$ cat src/rtl/csw_defines.vh
// Constants for the selective wake-up filter: map, fields, resets and timing
`ifndef CSW_DEFINES_VH
`define CSW_DEFINES_VH
// Register indices; byte address is four times the index
`define CSW_IDX_BIT_RATE 8'h26
`define CSW_IDX_ID0 8'h27
`define CSW_IDX_ID1 8'h28
`define CSW_IDX_ID2 8'h29
`define CSW_IDX_ID3 8'h2A
`define CSW_IDX_MASK0 8'h2B
`define CSW_IDX_MASK1 8'h2C
`define CSW_IDX_MASK2 8'h2D
`define CSW_IDX_MASK3 8'h2E
`define CSW_IDX_FRAME_CTRL 8'h2F
`define CSW_IDX_CONTROL 8'h30
`define CSW_IDX_STATUS 8'h31
// Writable bits per register
`define CSW_BIT_RATE_WMASK 8'h07
`define CSW_ID3_WMASK 8'h1F
`define CSW_FRAME_CTRL_WMASK 8'hCF
`define CSW_CONTROL_WMASK 8'h3F
// Field positions
`define CSW_FC_EXT_BIT 7
`define CSW_FC_DATA_EVAL_BIT 6
`define CSW_CTL_SEL_WAKE_BIT 0
`define CSW_CTL_BUS_WAKE_BIT 1
`define CSW_CTL_FD_TOL_BIT 4
`define CSW_CTL_CFG_VALID_BIT 5
`define CSW_ST_BUS_WAKE_BIT 0
`define CSW_ST_FDE_BIT 1
// Reset values
`define CSW_BIT_RATE_RST 8'h00
`define CSW_FRAME_CTRL_RST 8'h40
`define CSW_CONTROL_RST 8'h00
// Timing: bit lengths in 40 ns clocks per rate code
`define CSW_BITLEN_50K 10'h1F4
`define CSW_BITLEN_100K 10'h0FA
`define CSW_BITLEN_125K 10'h0C8
`define CSW_BITLEN_250K 10'h064
`define CSW_BITLEN_500K 10'h032
`define CSW_BITLEN_1000K 10'h019
// Wake pattern phase: the count ends at 25, so a phase lasts 26 clocks, just over 1000 ns
`define CSW_WUP_CYCLES 8'h19
`define CSW_ERR_LIMIT 6'h1F
`define CSW_IDLE_BITS 4'hB
`endif

$ cat src/rtl/csw_wake_filter.v
// Selective wake-up filter for a CAN transceiver with an APB register bank
// What this block does
// Frame error before ACK increments counter
// Error-free frame decrements counter
// Ignore bus after CRC delimiter until SOF
// Counter above 31 sets error flag, wakes
// Counter clears on bias off, re-enable
// Host writes valid bit to confirm settings
// Any config write clears valid bit
// Fallback mode wakes on standard pattern
// Not offline or wake disabled: ignore
// FD tolerant: FD control field decrements
// FD frame never a valid wake frame
// After FD control field wait bus idle
// FD intolerant: FD frame increments counter
// Rate code selects filter bit rate
// Reserved rate codes act as 500k
// Reference identifier in four byte registers
// Mask bytes laid out like identifier
// Frame control bit 7 picks format
// Frame control bit 6 enables data eval
// Length codes above eight mean eight
// Mask bit one means don't care
// Monitor only when enabled and valid
// No data eval: ID match, good CRC
// Data eval: ID, not remote, length, data
// Bit timing follows selected rate code
// Reserved bits read zero
`include "csw_defines.vh"
`timescale 1ns/10ps
`default_nettype none
module csw_wake_filter (
  input wire pclk,
  input wire presetn,
  input wire psel,
  input wire penable,
  input wire pwrite,
  input wire [11:0] paddr,
  input wire [31:0] pwdata,
  output wire [31:0] prdata,
  output wire pready,
  output wire pslverr,
  input wire bus_rx,
  input wire bias_active,
  input wire [63:0] data_mask,
  output wire bus_wake_flag,
  output wire frame_detect_error_flag,
  output wire wake_request
);
  localparam ST_IDLE = 3'b001;
  localparam ST_RX = 3'b010;
  localparam ST_SKIP = 3'b100;

  reg [7:0] bit_rate_ff;
  reg [31:0] ref_id_ff;
  reg [31:0] id_mask_ff;
  reg [7:0] frame_ctrl_ff;
  reg [7:0] control_ff;
  reg bus_wake_flag_ff;
  reg fde_flag_ff;
  reg [5:0] err_cnt_ff;
  reg [31:0] prdata_ff;
  reg rx_meta_ff;
  reg rx_sync_ff;
  reg rx_prev_ff;
  reg [9:0] phase_ff;
  reg [2:0] state_ff;
  reg [6:0] pos_ff;
  reg [3:0] same_ff;
  reg last_ff;
  reg [3:0] idle_ff;
  reg [14:0] crc_ff;
  reg [28:0] id_sh_ff;
  reg [63:0] data_sh_ff;
  reg ide_ff;
  reg rtr_ff;
  reg [3:0] dlc_ff;
  reg pn_active_q_ff;
  reg [1:0] wup_stage_ff;
  reg [7:0] wup_cnt_ff;

  wire [7:0] idx = paddr[9:2];
  wire acc = psel & penable;
  wire wr = acc & pwrite;
  wire hit = (paddr[11:10] == 2'b00) && (paddr[1:0] == 2'b00) &&
             (idx >= `CSW_IDX_BIT_RATE) && (idx <= `CSW_IDX_STATUS);
  wire cfg_wr = wr & hit & (idx <= `CSW_IDX_FRAME_CTRL);
  wire ctl_wr = wr & hit & (idx == `CSW_IDX_CONTROL);
  wire st_wr = wr & hit & (idx == `CSW_IDX_STATUS);

  // Mode and enables
  wire sel_wake_en = control_ff[`CSW_CTL_SEL_WAKE_BIT];
  wire bus_wake_en = control_ff[`CSW_CTL_BUS_WAKE_BIT];
  wire [1:0] trx_mode = control_ff[3:2];
  wire fd_tol_en = control_ff[`CSW_CTL_FD_TOL_BIT];
  wire cfg_valid = control_ff[`CSW_CTL_CFG_VALID_BIT];
  wire wake_ok = (trx_mode == 2'b00) & bus_wake_en;
  wire pn_active = wake_ok & sel_wake_en & cfg_valid;
  wire std_wake_mode = wake_ok & ~(sel_wake_en & cfg_valid);

  // APB: always ready, unmapped or unaligned accesses get an error
  assign pready = 1'b1;
  assign pslverr = acc & ~hit;
  assign prdata = prdata_ff;

  // Read mux; reserved bits are zero because reset and the write masks never put a one in them
  reg [31:0] rd_val;
  always @* begin
    rd_val = 32'h0000_0000;
    case (idx)
      `CSW_IDX_BIT_RATE: rd_val[7:0] = bit_rate_ff;
      `CSW_IDX_ID0: rd_val[7:0] = ref_id_ff[7:0];
      `CSW_IDX_ID1: rd_val[7:0] = ref_id_ff[15:8];
      `CSW_IDX_ID2: rd_val[7:0] = ref_id_ff[23:16];
      `CSW_IDX_ID3: rd_val[7:0] = ref_id_ff[31:24];
      `CSW_IDX_MASK0: rd_val[7:0] = id_mask_ff[7:0];
      `CSW_IDX_MASK1: rd_val[7:0] = id_mask_ff[15:8];
      `CSW_IDX_MASK2: rd_val[7:0] = id_mask_ff[23:16];
      `CSW_IDX_MASK3: rd_val[7:0] = id_mask_ff[31:24];
      `CSW_IDX_FRAME_CTRL: rd_val[7:0] = frame_ctrl_ff;
      `CSW_IDX_CONTROL: rd_val[7:0] = control_ff;
      `CSW_IDX_STATUS: rd_val = {18'h0, err_cnt_ff, 6'h0, fde_flag_ff, bus_wake_flag_ff};
      default: rd_val = 32'h0000_0000;
    endcase
  end

  // Read data is captured in the setup phase so it is stable in access
  always @(posedge pclk or negedge presetn) begin
    if (!presetn) begin
      prdata_ff <= 32'h0000_0000;
    end else if (psel & ~penable & ~pwrite) begin
      prdata_ff <= hit ? rd_val : 32'h0000_0000;
    end
  end

  // Configuration registers with write masks
  always @(posedge pclk or negedge presetn) begin
    if (!presetn) begin
      bit_rate_ff <= `CSW_BIT_RATE_RST;
      ref_id_ff <= 32'h0000_0000;
      id_mask_ff <= 32'h0000_0000;
      frame_ctrl_ff <= `CSW_FRAME_CTRL_RST;
    end else if (cfg_wr) begin
      case (idx)
        `CSW_IDX_BIT_RATE: bit_rate_ff <= pwdata[7:0] & `CSW_BIT_RATE_WMASK;
        `CSW_IDX_ID0: ref_id_ff[7:0] <= pwdata[7:0];
        `CSW_IDX_ID1: ref_id_ff[15:8] <= pwdata[7:0];
        `CSW_IDX_ID2: ref_id_ff[23:16] <= pwdata[7:0];
        `CSW_IDX_ID3: ref_id_ff[31:24] <= pwdata[7:0] & `CSW_ID3_WMASK;
        `CSW_IDX_MASK0: id_mask_ff[7:0] <= pwdata[7:0];
        `CSW_IDX_MASK1: id_mask_ff[15:8] <= pwdata[7:0];
        `CSW_IDX_MASK2: id_mask_ff[23:16] <= pwdata[7:0];
        `CSW_IDX_MASK3: id_mask_ff[31:24] <= pwdata[7:0] & `CSW_ID3_WMASK;
        `CSW_IDX_FRAME_CTRL: frame_ctrl_ff <= pwdata[7:0] & `CSW_FRAME_CTRL_WMASK;
        default: bit_rate_ff <= bit_rate_ff;
      endcase
    end
  end

  // Control register; a config write drops the valid bit
  always @(posedge pclk or negedge presetn) begin
    if (!presetn) begin
      control_ff <= `CSW_CONTROL_RST;
    end else if (ctl_wr) begin
      control_ff <= pwdata[7:0] & `CSW_CONTROL_WMASK;
    end else if (cfg_wr) begin
      control_ff[`CSW_CTL_CFG_VALID_BIT] <= 1'b0;
    end
  end

  // Nominal bit length in clocks from the rate code
  reg [9:0] bit_len;
  always @* begin
    case (bit_rate_ff[2:0])
      3'b000: bit_len = `CSW_BITLEN_50K;
      3'b001: bit_len = `CSW_BITLEN_100K;
      3'b010: bit_len = `CSW_BITLEN_125K;
      3'b011: bit_len = `CSW_BITLEN_250K;
      3'b111: bit_len = `CSW_BITLEN_1000K;
      default: bit_len = `CSW_BITLEN_500K;
    endcase
  end

  // Receive pin synchroniser; the second stage gives the bit, the third stage the falling edge
  always @(posedge pclk or negedge presetn) begin
    if (!presetn) begin
      rx_meta_ff <= 1'b1;
      rx_sync_ff <= 1'b1;
      rx_prev_ff <= 1'b1;
    end else begin
      rx_meta_ff <= bus_rx;
      rx_sync_ff <= rx_meta_ff;
      rx_prev_ff <= rx_sync_ff;
    end
  end

  // Each recessive-to-dominant edge restarts the bit; simple but robust
  // against slow drift since every stuffed frame has frequent edges
  wire fall = rx_prev_ff & ~rx_sync_ff;
  wire [9:0] nxt_phase = (fall || phase_ff == bit_len - 10'd1) ? 10'd0 : phase_ff + 10'd1;
  wire sample = (phase_ff == {1'b0, bit_len[9:1]});
  wire b = rx_sync_ff;

  // Frame layout derived from what has been received so far
  wire [3:0] dlc_n = dlc_ff[3] ? 4'd8 : dlc_ff;
  wire [3:0] cfg_dlc = frame_ctrl_ff[3] ? 4'd8 : frame_ctrl_ff[3:0];
  wire [6:0] ctrl_end = ide_ff ? 7'd38 : 7'd18;
  wire [6:0] nbits = rtr_ff ? 7'd0 : {dlc_n, 3'b000};
  wire [6:0] crc_start = ctrl_end + 7'd1 + nbits;
  wire [6:0] delim_pos = crc_start + 7'd15;
  wire fdf_pos = ide_ff ? (pos_ff == 7'd33) : (pos_ff == 7'd14);
  wire [14:0] crc_step = {crc_ff[13:0], 1'b0} ^ ((b ^ crc_ff[14]) ? 15'h4599 : 15'h0000);

  // Acceptance test
  wire [28:0] ref_id = frame_ctrl_ff[`CSW_FC_EXT_BIT] ? {ref_id_ff[28:24], ref_id_ff[23:0]} :
                       {18'h0, ref_id_ff[28:24], ref_id_ff[23:18]};
  wire [28:0] id_msk = frame_ctrl_ff[`CSW_FC_EXT_BIT] ? {id_mask_ff[28:24], id_mask_ff[23:0]} :
                       {18'h0, id_mask_ff[28:24], id_mask_ff[23:18]};
  wire [28:0] rx_id = ide_ff ? id_sh_ff : {18'h0, id_sh_ff[10:0]};
  wire fmt_ok = (ide_ff == frame_ctrl_ff[`CSW_FC_EXT_BIT]);
  wire id_ok = fmt_ok && (((rx_id ^ ref_id) & ~id_msk) == 29'h0);
  wire data_ok = ~rtr_ff && (dlc_n == cfg_dlc) &&
                 ((cfg_dlc == 4'd0) || |(data_sh_ff & data_mask));
  wire accept = id_ok && (~frame_ctrl_ff[`CSW_FC_DATA_EVAL_BIT] || data_ok);

  // Parser events, one cycle each
  reg inc_ev;
  reg dec_ev;
  reg wuf_ev;
  reg [2:0] nxt_state;
  reg [6:0] nxt_pos;
  always @* begin
    inc_ev = 1'b0;
    dec_ev = 1'b0;
    wuf_ev = 1'b0;
    nxt_state = state_ff;
    nxt_pos = pos_ff;
    case (state_ff)
      ST_IDLE: begin
        if (!pn_active) nxt_state = ST_SKIP;
        else if (sample && !b) begin
          nxt_state = ST_RX;
          nxt_pos = 7'd1;
        end
      end
      ST_RX: begin
        if (!pn_active) nxt_state = ST_SKIP;
        else if (sample) begin
          // Stuffing also covers the bit after the last CRC bit
          if (pos_ff <= delim_pos && same_ff == 4'd5) begin
            if (b == last_ff) begin
              inc_ev = 1'b1;
              nxt_state = ST_SKIP;
            end
          end else if (fdf_pos && b) begin
            inc_ev = ~fd_tol_en;
            dec_ev = fd_tol_en;
            nxt_state = ST_SKIP;
          end else if (pos_ff == delim_pos) begin
            if (b && crc_ff == 15'h0000) begin
              dec_ev = 1'b1;
              wuf_ev = accept;
            end else begin
              inc_ev = 1'b1;
            end
            nxt_state = ST_SKIP;
          end else begin
            nxt_pos = pos_ff + 7'd1;
          end
        end
      end
      ST_SKIP: begin
        if (pn_active && idle_ff == `CSW_IDLE_BITS) nxt_state = ST_IDLE;
      end
      default: nxt_state = ST_SKIP;
    endcase
  end

  // Bit timing, destuffing and field capture
  always @(posedge pclk or negedge presetn) begin
    if (!presetn) begin
      phase_ff <= 10'd0;
      state_ff <= ST_SKIP;
      pos_ff <= 7'd0;
      same_ff <= 4'd0;
      last_ff <= 1'b1;
      idle_ff <= 4'd0;
      crc_ff <= 15'h0000;
      id_sh_ff <= 29'h0;
      data_sh_ff <= 64'h0;
      ide_ff <= 1'b0;
      rtr_ff <= 1'b0;
      dlc_ff <= 4'd0;
    end else begin
      phase_ff <= nxt_phase;
      state_ff <= nxt_state;
      pos_ff <= nxt_pos;
      if (sample) begin
        // Only recessive bits outside a frame count, so a skip entered from a frame waits a full idle gap
        idle_ff <= (!b || state_ff == ST_RX) ? 4'd0 :
                   (idle_ff == `CSW_IDLE_BITS) ? idle_ff : idle_ff + 4'd1;
      end
      if (state_ff == ST_IDLE && nxt_state == ST_RX) begin
        // Start of frame: the SOF bit is already part of the stuff run
        same_ff <= 4'd1;
        last_ff <= 1'b0;
        crc_ff <= 15'h0000;
        id_sh_ff <= 29'h0;
        data_sh_ff <= 64'h0;
        ide_ff <= 1'b0;
        rtr_ff <= 1'b0;
        dlc_ff <= 4'd0;
      end else if (state_ff == ST_RX && sample) begin
        last_ff <= b;
        same_ff <= (same_ff == 4'd5 || b != last_ff) ? 4'd1 : same_ff + 4'd1;
        if (nxt_pos != pos_ff) begin
          crc_ff <= crc_step;
          if (pos_ff <= 7'd11 || (ide_ff && pos_ff >= 7'd14 && pos_ff <= 7'd31)) begin
            id_sh_ff <= {id_sh_ff[27:0], b};
          end
          if (pos_ff == 7'd12 || (ide_ff && pos_ff == 7'd32)) rtr_ff <= b;
          if (pos_ff == 7'd13) ide_ff <= b;
          if (pos_ff > ctrl_end - 7'd4 && pos_ff <= ctrl_end) dlc_ff <= {dlc_ff[2:0], b};
          if (pos_ff > ctrl_end && pos_ff < crc_start) data_sh_ff <= {data_sh_ff[62:0], b};
        end
      end
    end
  end

  // Standard wake-up pattern: dominant, recessive, dominant phases
  wire wup_lvl = wup_stage_ff[0];
  always @(posedge pclk or negedge presetn) begin
    if (!presetn) begin
      wup_stage_ff <= 2'd0;
      wup_cnt_ff <= 8'd0;
    end else if (!std_wake_mode || wup_stage_ff == 2'd3) begin
      wup_stage_ff <= 2'd0;
      wup_cnt_ff <= 8'd0;
    end else if (b != wup_lvl) begin
      wup_cnt_ff <= 8'd0;
    end else if (wup_cnt_ff == `CSW_WUP_CYCLES) begin
      wup_stage_ff <= wup_stage_ff + 2'd1;
      wup_cnt_ff <= 8'd0;
    end else begin
      wup_cnt_ff <= wup_cnt_ff + 8'd1;
    end
  end
  wire wup_ev = std_wake_mode && wup_stage_ff == 2'd3;

  // Error counter and sticky flags; a set wins over a write-one clear
  wire cnt_clr = ~bias_active & pn_active & ~pn_active_q_ff;
  always @(posedge pclk or negedge presetn) begin
    if (!presetn) begin
      err_cnt_ff <= 6'd0;
      fde_flag_ff <= 1'b0;
      bus_wake_flag_ff <= 1'b0;
      pn_active_q_ff <= 1'b0;
    end else begin
      pn_active_q_ff <= pn_active;
      if (cnt_clr) err_cnt_ff <= 6'd0;
      else if (inc_ev && err_cnt_ff <= `CSW_ERR_LIMIT) err_cnt_ff <= err_cnt_ff + 6'd1;
      else if (dec_ev && err_cnt_ff != 6'd0) err_cnt_ff <= err_cnt_ff - 6'd1;
      if (inc_ev && err_cnt_ff == `CSW_ERR_LIMIT) fde_flag_ff <= 1'b1;
      else if (st_wr && pwdata[`CSW_ST_FDE_BIT]) fde_flag_ff <= 1'b0;
      if (wuf_ev || wup_ev) bus_wake_flag_ff <= 1'b1;
      else if (st_wr && pwdata[`CSW_ST_BUS_WAKE_BIT]) bus_wake_flag_ff <= 1'b0;
    end
  end

  assign bus_wake_flag = bus_wake_flag_ff;
  assign frame_detect_error_flag = fde_flag_ff;
  assign wake_request = bus_wake_flag_ff | fde_flag_ff;
endmodule // csw_wake_filter
`default_nettype wire

$ cat config.mk
export PLATFORM = sky130hd
export DESIGN_NAME = csw_wake_filter
export DESIGN_NICKNAME = d
export VERILOG_FILES = /design/src/rtl/csw_wake_filter.v
export VERILOG_INCLUDE_DIRS = /design/src /design/src/rtl
export SDC_FILE = /design/constraint.sdc
export NUM_CORES = 1
export LEC_CHECK = 0
export BUFFER_PORTS_ARGS = -buffer_cell sky130_fd_sc_hd__buf_2
export CAP_MARGIN = 20
export CELL_PAD_IN_SITES_DETAIL_PLACEMENT = 0
export CELL_PAD_IN_SITES_GLOBAL_PLACEMENT = 2
export CORE_AREA = 2 2 188 190
export CTS_CLUSTER_DIAMETER = 100
export CTS_CLUSTER_SIZE = 30
export DETAILED_ROUTE_END_ITERATION = 8
export DIE_AREA = 0 0 190 192
export PLACE_DENSITY = 0.8
export SLEW_MARGIN = 0
export SYNTH_ARGS = -nofsm -noshare
export SYNTH_HDL_FRONTEND = slang
export SYNTH_SLANG_ARGS = --single-unit
$ cat constraint.sdc
create_clock -name pclk -period 8.3 [get_ports pclk]
set_input_delay 0 -clock pclk [delete_from_list [all_inputs] [get_ports pclk]]
set_output_delay 0 -clock pclk [all_outputs]
set_load 0.05 [all_outputs]
==> impl_metrics.toml, run 1 <==
[global_route]
grt_start_max_net_pins = 106
grt-ovfl-total = 0
track_usage_pct = 20.7
grt_first_pass_wirelength_mm = 59.6
antenna_found_initial = 3
grt_pass1_vias = 10326

[floorplan]
die_x_um = 190
pin_count = 152
start_util_pct = 40.7
die_y_um = 192
core_area_um2 = 34300
floorplan.rows = 68
design.die.area_um2 = 36500

[synthesis]
synth-edff-count = 0
yosys_warnings = 0
async_flop_share_pct = 100
synth_seq_area_share_pct = 45.3
netlist.area_leader.share_pct = 44.2
post_synth_instance_area_um2 = 13900
ys_seq_elements = 252
syn-mean-instance-area_um2 = 10.3
syn-instance-count = 1354
yosys.cell_count.top_type = "sky130_fd_sc_hd__dfrtp_1"
synth_ff_type = "sky130_fd_sc_hd__dfrtp_1"
synthTopCellsByArea = "sky130_fd_sc_hd__dfrtp_1 44%, sky130_fd_sc_hd__mux2i_1 8.0%, sky130_fd_sc_hd__mux2_2 5.5%"
synth_common_cells = "246 x sky130_fd_sc_hd__dfrtp_1, 174 x sky130_fd_sc_hd__nor2_1, 112 x sky130_fd_sc_hd__mux2i_1"
yosysTopAreaCell = "sky130_fd_sc_hd__dfrtp_1"
yosys.cell_types.count = 90

[critical_path]
worst_path_max_delay_cell = "sky130_fd_sc_hd__dfrtp_1"
regToRegSetupSlack_ns = 2.59
cp_max_fo = 20
worst_r2r_startpoint = "ide_ff"
timing.critical_path.from_type = "register"
r2r-end = "err_cnt_ff[5]"
crit_arrival_ns = 6.13
timing.critical_path.cells = "inv_1 > ha_1 > fa_1 > ha_1 > xor2_1 > ha_1 > a21o_1 > a311o_1 > o22ai_1 > a311oi_1 > nor2_1 > nand2_1 > ha_1 > a21o_1 > a21oi_1 > nor2_1 > a211oi_1 > o21ai_0 > a221oi_1"
kind_of_capture_point_of_the_worst_setup_path = "register"
timing_worst_setup_path_type = "reg -> reg"
worst_path_largest_cell_delay_ns = 0.86
cp_data_required_time_ns = 8.73
worst_path_most_repeated_cell = "sky130_fd_sc_hd__ha_1"
r2r_cell_count = 19

[final_layout]
layout-drive-gt1-share_pct = 16.9
nets = 1581
instances_no_fill = 1896
post_route_cell_area_um2 = 15300
area.growth.synth_to_final_pct = 9.49
num_antenna_cells = 0

[hold_path]
worstHoldPathCells = 5
worstHoldStart = "pwrite"
worstHoldEndpoint = "control_ff[5]"
hp-class = "in -> reg"

[run]
cap_viol_max_count = 0

[place]
place_hpwl_mm = 26.5
place.gp.congestion = 0.816
dp.cells = 1859
port_buffers = 108
place_area_um2 = 14700

[pwr]
peak_supply_drop_mv = 0.136
power_per_cell_area_nw_per_um2 = 147
leakage_nw = 7.60

[sta]
layout_min_cycle_time_ns = 5.71
rsz0062_at_grt = "false"
fmax_mhz = 175
hold_ws_ns = 0.0190
timing.slew.headroom_pct = 28.1
finalSetupViolCount = 0
report.final.hold_viol_count = 0
timing.setup.tns_ns = 0
measured_slew_at_the_worst_slew_check_pin_ns = 1.08
maxSlewViolCount = 0
timing.final.crit_share_pct = 68.8
fin_skew_ns = 0.0364

[clock_network]
master_cell_of_the_clock_root_buffer = "sky130_fd_sc_hd__clkbuf_16"
clkLatencyLatePin_ns = 0.52
ctsHtreeMaxLevel = 1
clockBufferDepth = 3
cts_inserted_buffers = 13
cts_clk_pin_slew_worst_paths_ns = 0.12
cts_tree = "built"
clock_sink_count = 252

[routing]
drt.antenna.violating_nets = 0
drc = 0
dr.pass1.iters = 5
drtIter0Drc = 774
detailroute.via_count = 10639
vias_per_cell = 5.61
finalWirelength_mm = 37.8
drt-wirelength-per-cell_um = 20.0

[outcome]
result_of_the_run = "finished, final reports clean"
==> per-stage QoR <==
stage	power, mW	setup WS (ns)	util, %
3_5_place_dp	1.45	2.63	42.7
2_1_floorplan	1.38	3.72	-
6_report	2.24	2.59	44.5
4_1_cts	2.27	2.60	44.4
3_3_place_gp	1.45	2.64	42.7
5_1_grt	2.33	2.21	44.5
==> cell type report <==
type | count | area [um^2]
Tap cell | 455 | 569
Clock inverter | 8 | 114
Sequential cell | 252 | 6310
Inverter | 29 | 109
Multi-Input combinational cell | 1006 | 7050
Timing Repair Buffer | 132 | 786
Fill cell | 3303 | 19000
Clock buffer | 14 | 329
==> sequential cells by signal (all words and copies together) (netlist names), 7 cells and up <==
register	flops
data_sh_ff	64
id_mask_ff	29
id_sh_ff	29
ref_id_ff	29
crc_ff	15
prdata	14
phase_ff	10
wup_cnt_ff	8
pos_ff	7
==> kinds of logic (layout without fill, tap and decap cells) <==
family                   Yosys count  in the layout  synth area share, %
AO/OA/AOI/OAI                    262            262                 12.9
XOR/XNOR                          62             62                 3.89
adder cells (fa/ha/maj)           32             32                 2.98
buffers and inverters            113            183                 4.77
flip-flops                       252            252                 45.3
multiplexers                     186            186                 14.4
other                              2             19               0.0539
AND/OR/NAND/NOR                  445            445                 15.7
==> worst max path at each step <==
stage / start / to / slack (ns) / cells past startpoint
after global placement: ide_ff / err_cnt_ff[5] / 2.64 / 19
after detailed placement: ide_ff / err_cnt_ff[5] / 2.63 / 19
final: ide_ff / err_cnt_ff[5] / 2.59 / 19
after floorplan: ide_ff / err_cnt_ff[5] / 3.72 / 19
after CTS: ide_ff / err_cnt_ff[5] / 2.60 / 19
after global routing: ide_ff / err_cnt_ff[5] / 2.21 / 19
==> routing by layer <==
layer	routed length [um]	global-route usage (%)	vias to the layer above
met3	1870	2.87	40
met4	529	3.91	6
met5	29	0	-
li1	-	-	5016
met1	18500	30.9	5319
met2	16900	32.3	258
==> cells in the final DEF, fill, tap and decap left out, types with 11 or more instances in the layout <==
master	count
sky130_fd_sc_hd__mux2_2	68
sky130_fd_sc_hd__mux2i_1	112
sky130_fd_sc_hd__dfrtp_1	246
sky130_fd_sc_hd__nand3_1	36
sky130_fd_sc_hd__nor2_1	174
sky130_fd_sc_hd__xor2_1	12
sky130_fd_sc_hd__ha_1	30
sky130_fd_sc_hd__o22ai_1	12
sky130_fd_sc_hd__a21oi_1	49
sky130_fd_sc_hd__a221oi_1	12
sky130_fd_sc_hd__dlygate4sd3_1	14
sky130_fd_sc_hd__inv_1	29
sky130_fd_sc_hd__nand4_1	19
sky130_fd_sc_hd__a211oi_1	12
sky130_fd_sc_hd__a22o_1	16
sky130_fd_sc_hd__clkbuf_16	13
sky130_fd_sc_hd__buf_2	107
sky130_fd_sc_hd__o21ai_0	60
sky130_fd_sc_hd__xnor2_1	50
sky130_fd_sc_hd__conb_1	19
sky130_fd_sc_hd__nor4_1	17
sky130_fd_sc_hd__a22oi_1	21
sky130_fd_sc_hd__nand2_1	88
sky130_fd_sc_hd__and2_1	11
sky130_fd_sc_hd__nand2b_1	12
sky130_fd_sc_hd__nor3_1	17
==> critical path: cells and delay by family (launching register included) <==
kind                     cells  cell delay (ns)
buffers and inverters        1             0.37
AO/OA/AOI/OAI                9             2.13
AND/OR/NAND/NOR              3             0.43
adder cells (fa/ha/maj)      5             1.68
XOR/XNOR                     1             0.16
flip-flops                   1             0.86
==> power breakdown <==
part,internal (mW),switching [mW]
registers,1.24,0.0262
clock network,0.367,0.441
logic,0.0580,0.107
total,1.67,0.575
==> repair_timing <==
action,4_1_cts,5_1_grt
endpoints found under the hold margin,181,0
endpoints found under the setup margin,0,0
buffers inserted,0,0
hold buffers,14,0
resized for setup,0,0
Power figures use the tool's default switching activity.
==> run 2: changes to the inputs <==
--- a/config.mk
+++ b/config.mk
@@ -6,16 +6,17 @@
 export SDC_FILE = /design/constraint.sdc
 export NUM_CORES = 1
 export LEC_CHECK = 0
+export ABC_AREA = 1
 export BUFFER_PORTS_ARGS = -buffer_cell sky130_fd_sc_hd__buf_2
 export CAP_MARGIN = 20
 export CELL_PAD_IN_SITES_DETAIL_PLACEMENT = 0
 export CELL_PAD_IN_SITES_GLOBAL_PLACEMENT = 2
-export CORE_AREA = 2 2 188 190
+export CORE_AREA = 2 2 216 218
 export CTS_CLUSTER_DIAMETER = 100
 export CTS_CLUSTER_SIZE = 30
 export DETAILED_ROUTE_END_ITERATION = 8
-export DIE_AREA = 0 0 190 192
-export PLACE_DENSITY = 0.8
+export DIE_AREA = 0 0 218 220
+export PLACE_DENSITY = 0.76
 export SLEW_MARGIN = 0
 export SYNTH_ARGS = -nofsm -noshare
 export SYNTH_HDL_FRONTEND = slang
==> constraint.sdc (replaced) <==
create_clock -name pclk -period 5.4 [get_ports pclk]
set_input_delay 0 -clock pclk [delete_from_list [all_inputs] [get_ports pclk]]
set_output_delay 0 -clock pclk [all_outputs]
set_load 0.05 [all_outputs]
==> run 2 against run 1 <==
Net effect: cell area rose by 11%; final cell count increased by 50%; worst setup slack worse by 2.0 ns; first-iteration DRC count is 6.3% higher; worst hold slack worse by 0.011 ns; flip-flop and latch count is the same; via count is 28% higher; clock skew down 0.012 ns; routed wire length is 22% higher; clock power up 66%; largest cell class unchanged; largest power group unchanged; highest routed layer is now met4.
==> impl_metrics.toml, run 2 <==
[critical_path]
kind_of_capture_point_of_the_worst_setup_path = "register"
r2r-end = "err_cnt_ff[5]"
worst_r2r_startpoint = "dlc_ff[3]"
cp_max_fo = 8
cp_data_required_time_ns = 5.78
regToRegSetupSlack_ns = 0.58
timing.critical_path.from_type = "register"
r2r_cell_count = 25
timing_worst_setup_path_type = "reg -> reg"
crit_arrival_ns = 5.21

[synthesis]
syn-mean-instance-area_um2 = 7.13
synth_common_cells = "660 x sky130_fd_sc_hd__nand2_1, 355 x sky130_fd_sc_hd__inv_1, 246 x sky130_fd_sc_hd__dfrtp_1"
post_synth_and_or_nand_nor_area_fraction_pct = 30.1
synthesized_area_fraction_occupied_by_ao_oa_aoi_and_oai_cells_pct = 10.9
synth_top_family_by_area = "simple AND/OR/NAND/NOR gates"
yosys.cell_count.top_type = "sky130_fd_sc_hd__nand2_1"
synth-edff-count = 0
post_synth_instance_area_um2 = 15300
synth_xor_xnor_area_share_pct = 2.33
synth_adder_area_share_pct = 2.71
yosys.cell_types.count = 60
syn-instance-count = 2152
async_flop_share_pct = 100
yosys_warnings = 0
synthTopCellsByArea = "sky130_fd_sc_hd__dfrtp_1 40%, sky130_fd_sc_hd__nand2_1 16%, sky130_fd_sc_hd__inv_1 8.7%"
yosysTopAreaCell = "sky130_fd_sc_hd__dfrtp_1"
synth_ff_type = "sky130_fd_sc_hd__dfrtp_1"
ys_seq_elements = 252
synth_seq_area_share_pct = 41.1
synth_mux_area_share_pct = 0
netlist.area_leader.share_pct = 40.1

[hold_path]
worstHoldEndpoint = "id_mask_ff[11]"
worstHoldPathCells = 3
worstHoldStart = "pwdata[3]"
hp-class = "in -> reg"

[clock_network]
clockBufferDepth = 3
clkLatencyLatePin_ns = 0.53
cts_tree = "built"
cts_inserted_buffers = 15
ctsHtreeMaxLevel = 1
cts_setup_buffers = 0
cts_clk_pin_slew_worst_paths_ns = 0.12
clock_sink_count = 252
master_cell_of_the_clock_root_buffer = "sky130_fd_sc_hd__clkbuf_16"

[final_layout]
fin_util_pct = 37.1
post_route_cell_area_um2 = 17000
layout-drive-gt1-share_pct = 9.27
largest_reg_flops = 64
registers.top_by_ff_count = "data_sh_ff"
layout.cells.most_common_list = "659 x sky130_fd_sc_hd__nand2_1, 355 x sky130_fd_sc_hd__inv_1, 245 x sky130_fd_sc_hd__dfrtp_1"
area.growth.synth_to_final_pct = 10.9
final.fill_count = 5007
mostFrequentLayoutCell = "sky130_fd_sc_hd__nand2_1"
nets = 2384
num_antenna_cells = 0

[place]
place_area_um2 = 16300
port_buffers = 108
place.gp.congestion = 0.895
dp_slack_ns = 0.412
place_hpwl_mm = 33.0

[sta]
fmax_mhz = 207
report.final.hold_viol_count = 0
timing.final.ws_setup_ns = 0.576
finalSetupViolCount = 0
maxSlewViolCount = 0
timing.slew.headroom_pct = 41.1
fin_skew_ns = 0.0243
timing.setup.tns_ns = 0
rsz0062_at_grt = "false"
measured_slew_at_the_worst_slew_check_pin_ns = 0.876
timing.final.crit_share_pct = 89.3
layout_min_cycle_time_ns = 4.82

[pwr]
share_seq_of_total_power_pct = 54.9
leakage_nw = 8.79
total_power_mw = 3.50
intPower_mw = 2.53
power.switching_fraction_pct = 27.7
peak_supply_drop_mv = 0.159
p_clk_share_pct = 38.4
power.switching_uw = 968
combPwrFrac_pct = 6.7
power_per_cell_area_nw_per_um2 = 206

[routing]
drc = 0
finalWirelength_mm = 46.3
vias_per_cell = 4.77
drt-wirelength-per-cell_um = 16.2
drt.antenna.violating_nets = 0
drtIter0Drc = 823
dr.pass1.iters = 5
detailroute.via_count = 13614

[global_route]
track_usage_pct = 19.2
grt-ovfl-total = 0
grt_first_pass_wirelength_mm = 73.2
antenna_found_initial = 1
grt_start_max_net_pins = 126
grt_pass1_vias = 12920

[floorplan]
die_x_um = 218
floorplan.rows = 79
design.die.area_um2 = 48000
die_y_um = 220
pin_count = 152
core_area_um2 = 45900
start_util_pct = 33.5

[outcome]
result_of_the_run = "finished, final reports clean"

[run]
cap_viol_max_count = 0
-- run 2: changes by cell type in the layout (fill, tap and decap cells not counted), moves of 16 or more --
cell / change
sky130_fd_sc_hd__nand3_1: +147
sky130_fd_sc_hd__mux2_2: -68
sky130_fd_sc_hd__xnor2_1: -42
sky130_fd_sc_hd__nand2_1: +571
sky130_fd_sc_hd__o21ai_0: +85
sky130_fd_sc_hd__nor2_1: -54
sky130_fd_sc_hd__nand4_1: +16
sky130_fd_sc_hd__mux2i_1: -112
sky130_fd_sc_hd__inv_1: +326
sky130_fd_sc_hd__xor2_1: +19
-- run 2: worst max path at each step --
| stage | slack, ns | depth (start not counted) | endpoint | from |
|---|---|---|---|---|
| final | 0.58 | 25 | err_cnt_ff[5] | dlc_ff[3] |
| after global routing | 0.04 | 25 | err_cnt_ff[5] | dlc_ff[3] |
| after CTS | 0.35 | 25 | err_cnt_ff[5] | ide_ff |
| after detailed placement | 0.41 | 25 | err_cnt_ff[5] | ide_ff |
| after global placement | 0.49 | 25 | err_cnt_ff[5] | dlc_ff[3] |
| after floorplan | 0.74 | 26 | err_cnt_ff[5] | ide_ff |
-- run 2: through the flow --
step / cells / hold slack (ns)
finish: 2852 / 0.00802
detailed placement: 2808 / -0.00313
floorplan: 2169 / -0.296
CTS: 2852 / 0.00242
global placement: 2808 / -0.00532
global route: 2852 / 0.00721
-- run 2: worst max-delay path, cell delays in order, from the launching register on --
cell,delay (ns)
sky130_fd_sc_hd__dfrtp_1,0.44
sky130_fd_sc_hd__nor3_1,0.20
sky130_fd_sc_hd__ha_1,0.19
sky130_fd_sc_hd__fa_1,0.43
sky130_fd_sc_hd__ha_1,0.22
sky130_fd_sc_hd__xor2_1,0.16
sky130_fd_sc_hd__ha_1,0.31
sky130_fd_sc_hd__nand2_1,0.07
sky130_fd_sc_hd__nor2_1,0.15
sky130_fd_sc_hd__nand3_2,0.16
sky130_fd_sc_hd__nand2_1,0.10
sky130_fd_sc_hd__nand2_1,0.17
sky130_fd_sc_hd__nand2_1,0.14
sky130_fd_sc_hd__a21oi_1,0.04
sky130_fd_sc_hd__or2_2,0.27
sky130_fd_sc_hd__or2_2,0.29
sky130_fd_sc_hd__nor2_2,0.16
sky130_fd_sc_hd__inv_1,0.12
sky130_fd_sc_hd__ha_1,0.34
sky130_fd_sc_hd__nand3_1,0.11
sky130_fd_sc_hd__nand3_1,0.10
sky130_fd_sc_hd__nand2_1,0.07
sky130_fd_sc_hd__nand2_1,0.05
sky130_fd_sc_hd__a21oi_1,0.14
sky130_fd_sc_hd__xor2_1,0.14
sky130_fd_sc_hd__o21ai_0,0.08
-- run 2: power groups by stage --
stage | Clock [mW] | Sequential [mW] | Combinational, mW
after floorplan | 0 | 1.95 | 0.136
after global placement | 0 | 1.96 | 0.232
after detailed placement | 0 | 1.96 | 0.232
after CTS | 1.41 | 1.92 | 0.242
after global routing | 1.46 | 1.92 | 0.268
final | 1.34 | 1.92 | 0.236
-- run 2: area by class of cell --
type                    instances  area (um^2)  area share [%]
clock buffers                  15          375            2.21
clock inverters                10          118           0.691
inverters                     370         1390            8.18
multi-input cells            1457         7170            42.2
flip-flops and latches        252         6310            37.1
well taps                     607          759            4.46
repair buffers                141          883            5.19
-- run 2: cell families (layout without fill, tap and decap cells) --
group	Yosys count	count (layout)
AND/OR/NAND/NOR	1080	1080
flip-flops	252	252
adder cells (fa/ha/maj)	32	32
AO/OA/AOI/OAI	286	286
XOR/XNOR	40	40
buffers and inverters	460	536
other	2	19
-- run 2: repair_timing --
item | 4_1_cts | 5_1_grt
endpoints found under the hold margin | 103 | 0
resized for setup | 0 | 3
setup endpoints to repair | 0 | 1
hold buffers | 19 | 0
-- run 2: layer usage --
metal	global-route usage (%)	vias to the layer above	share of wire (%)
met1	27.0	6446	48
li1	-	6944	-
met5	0	-	0
met3	1.96	42	2.9
met4	4.22	0	1.7
met2	32.0	182	47
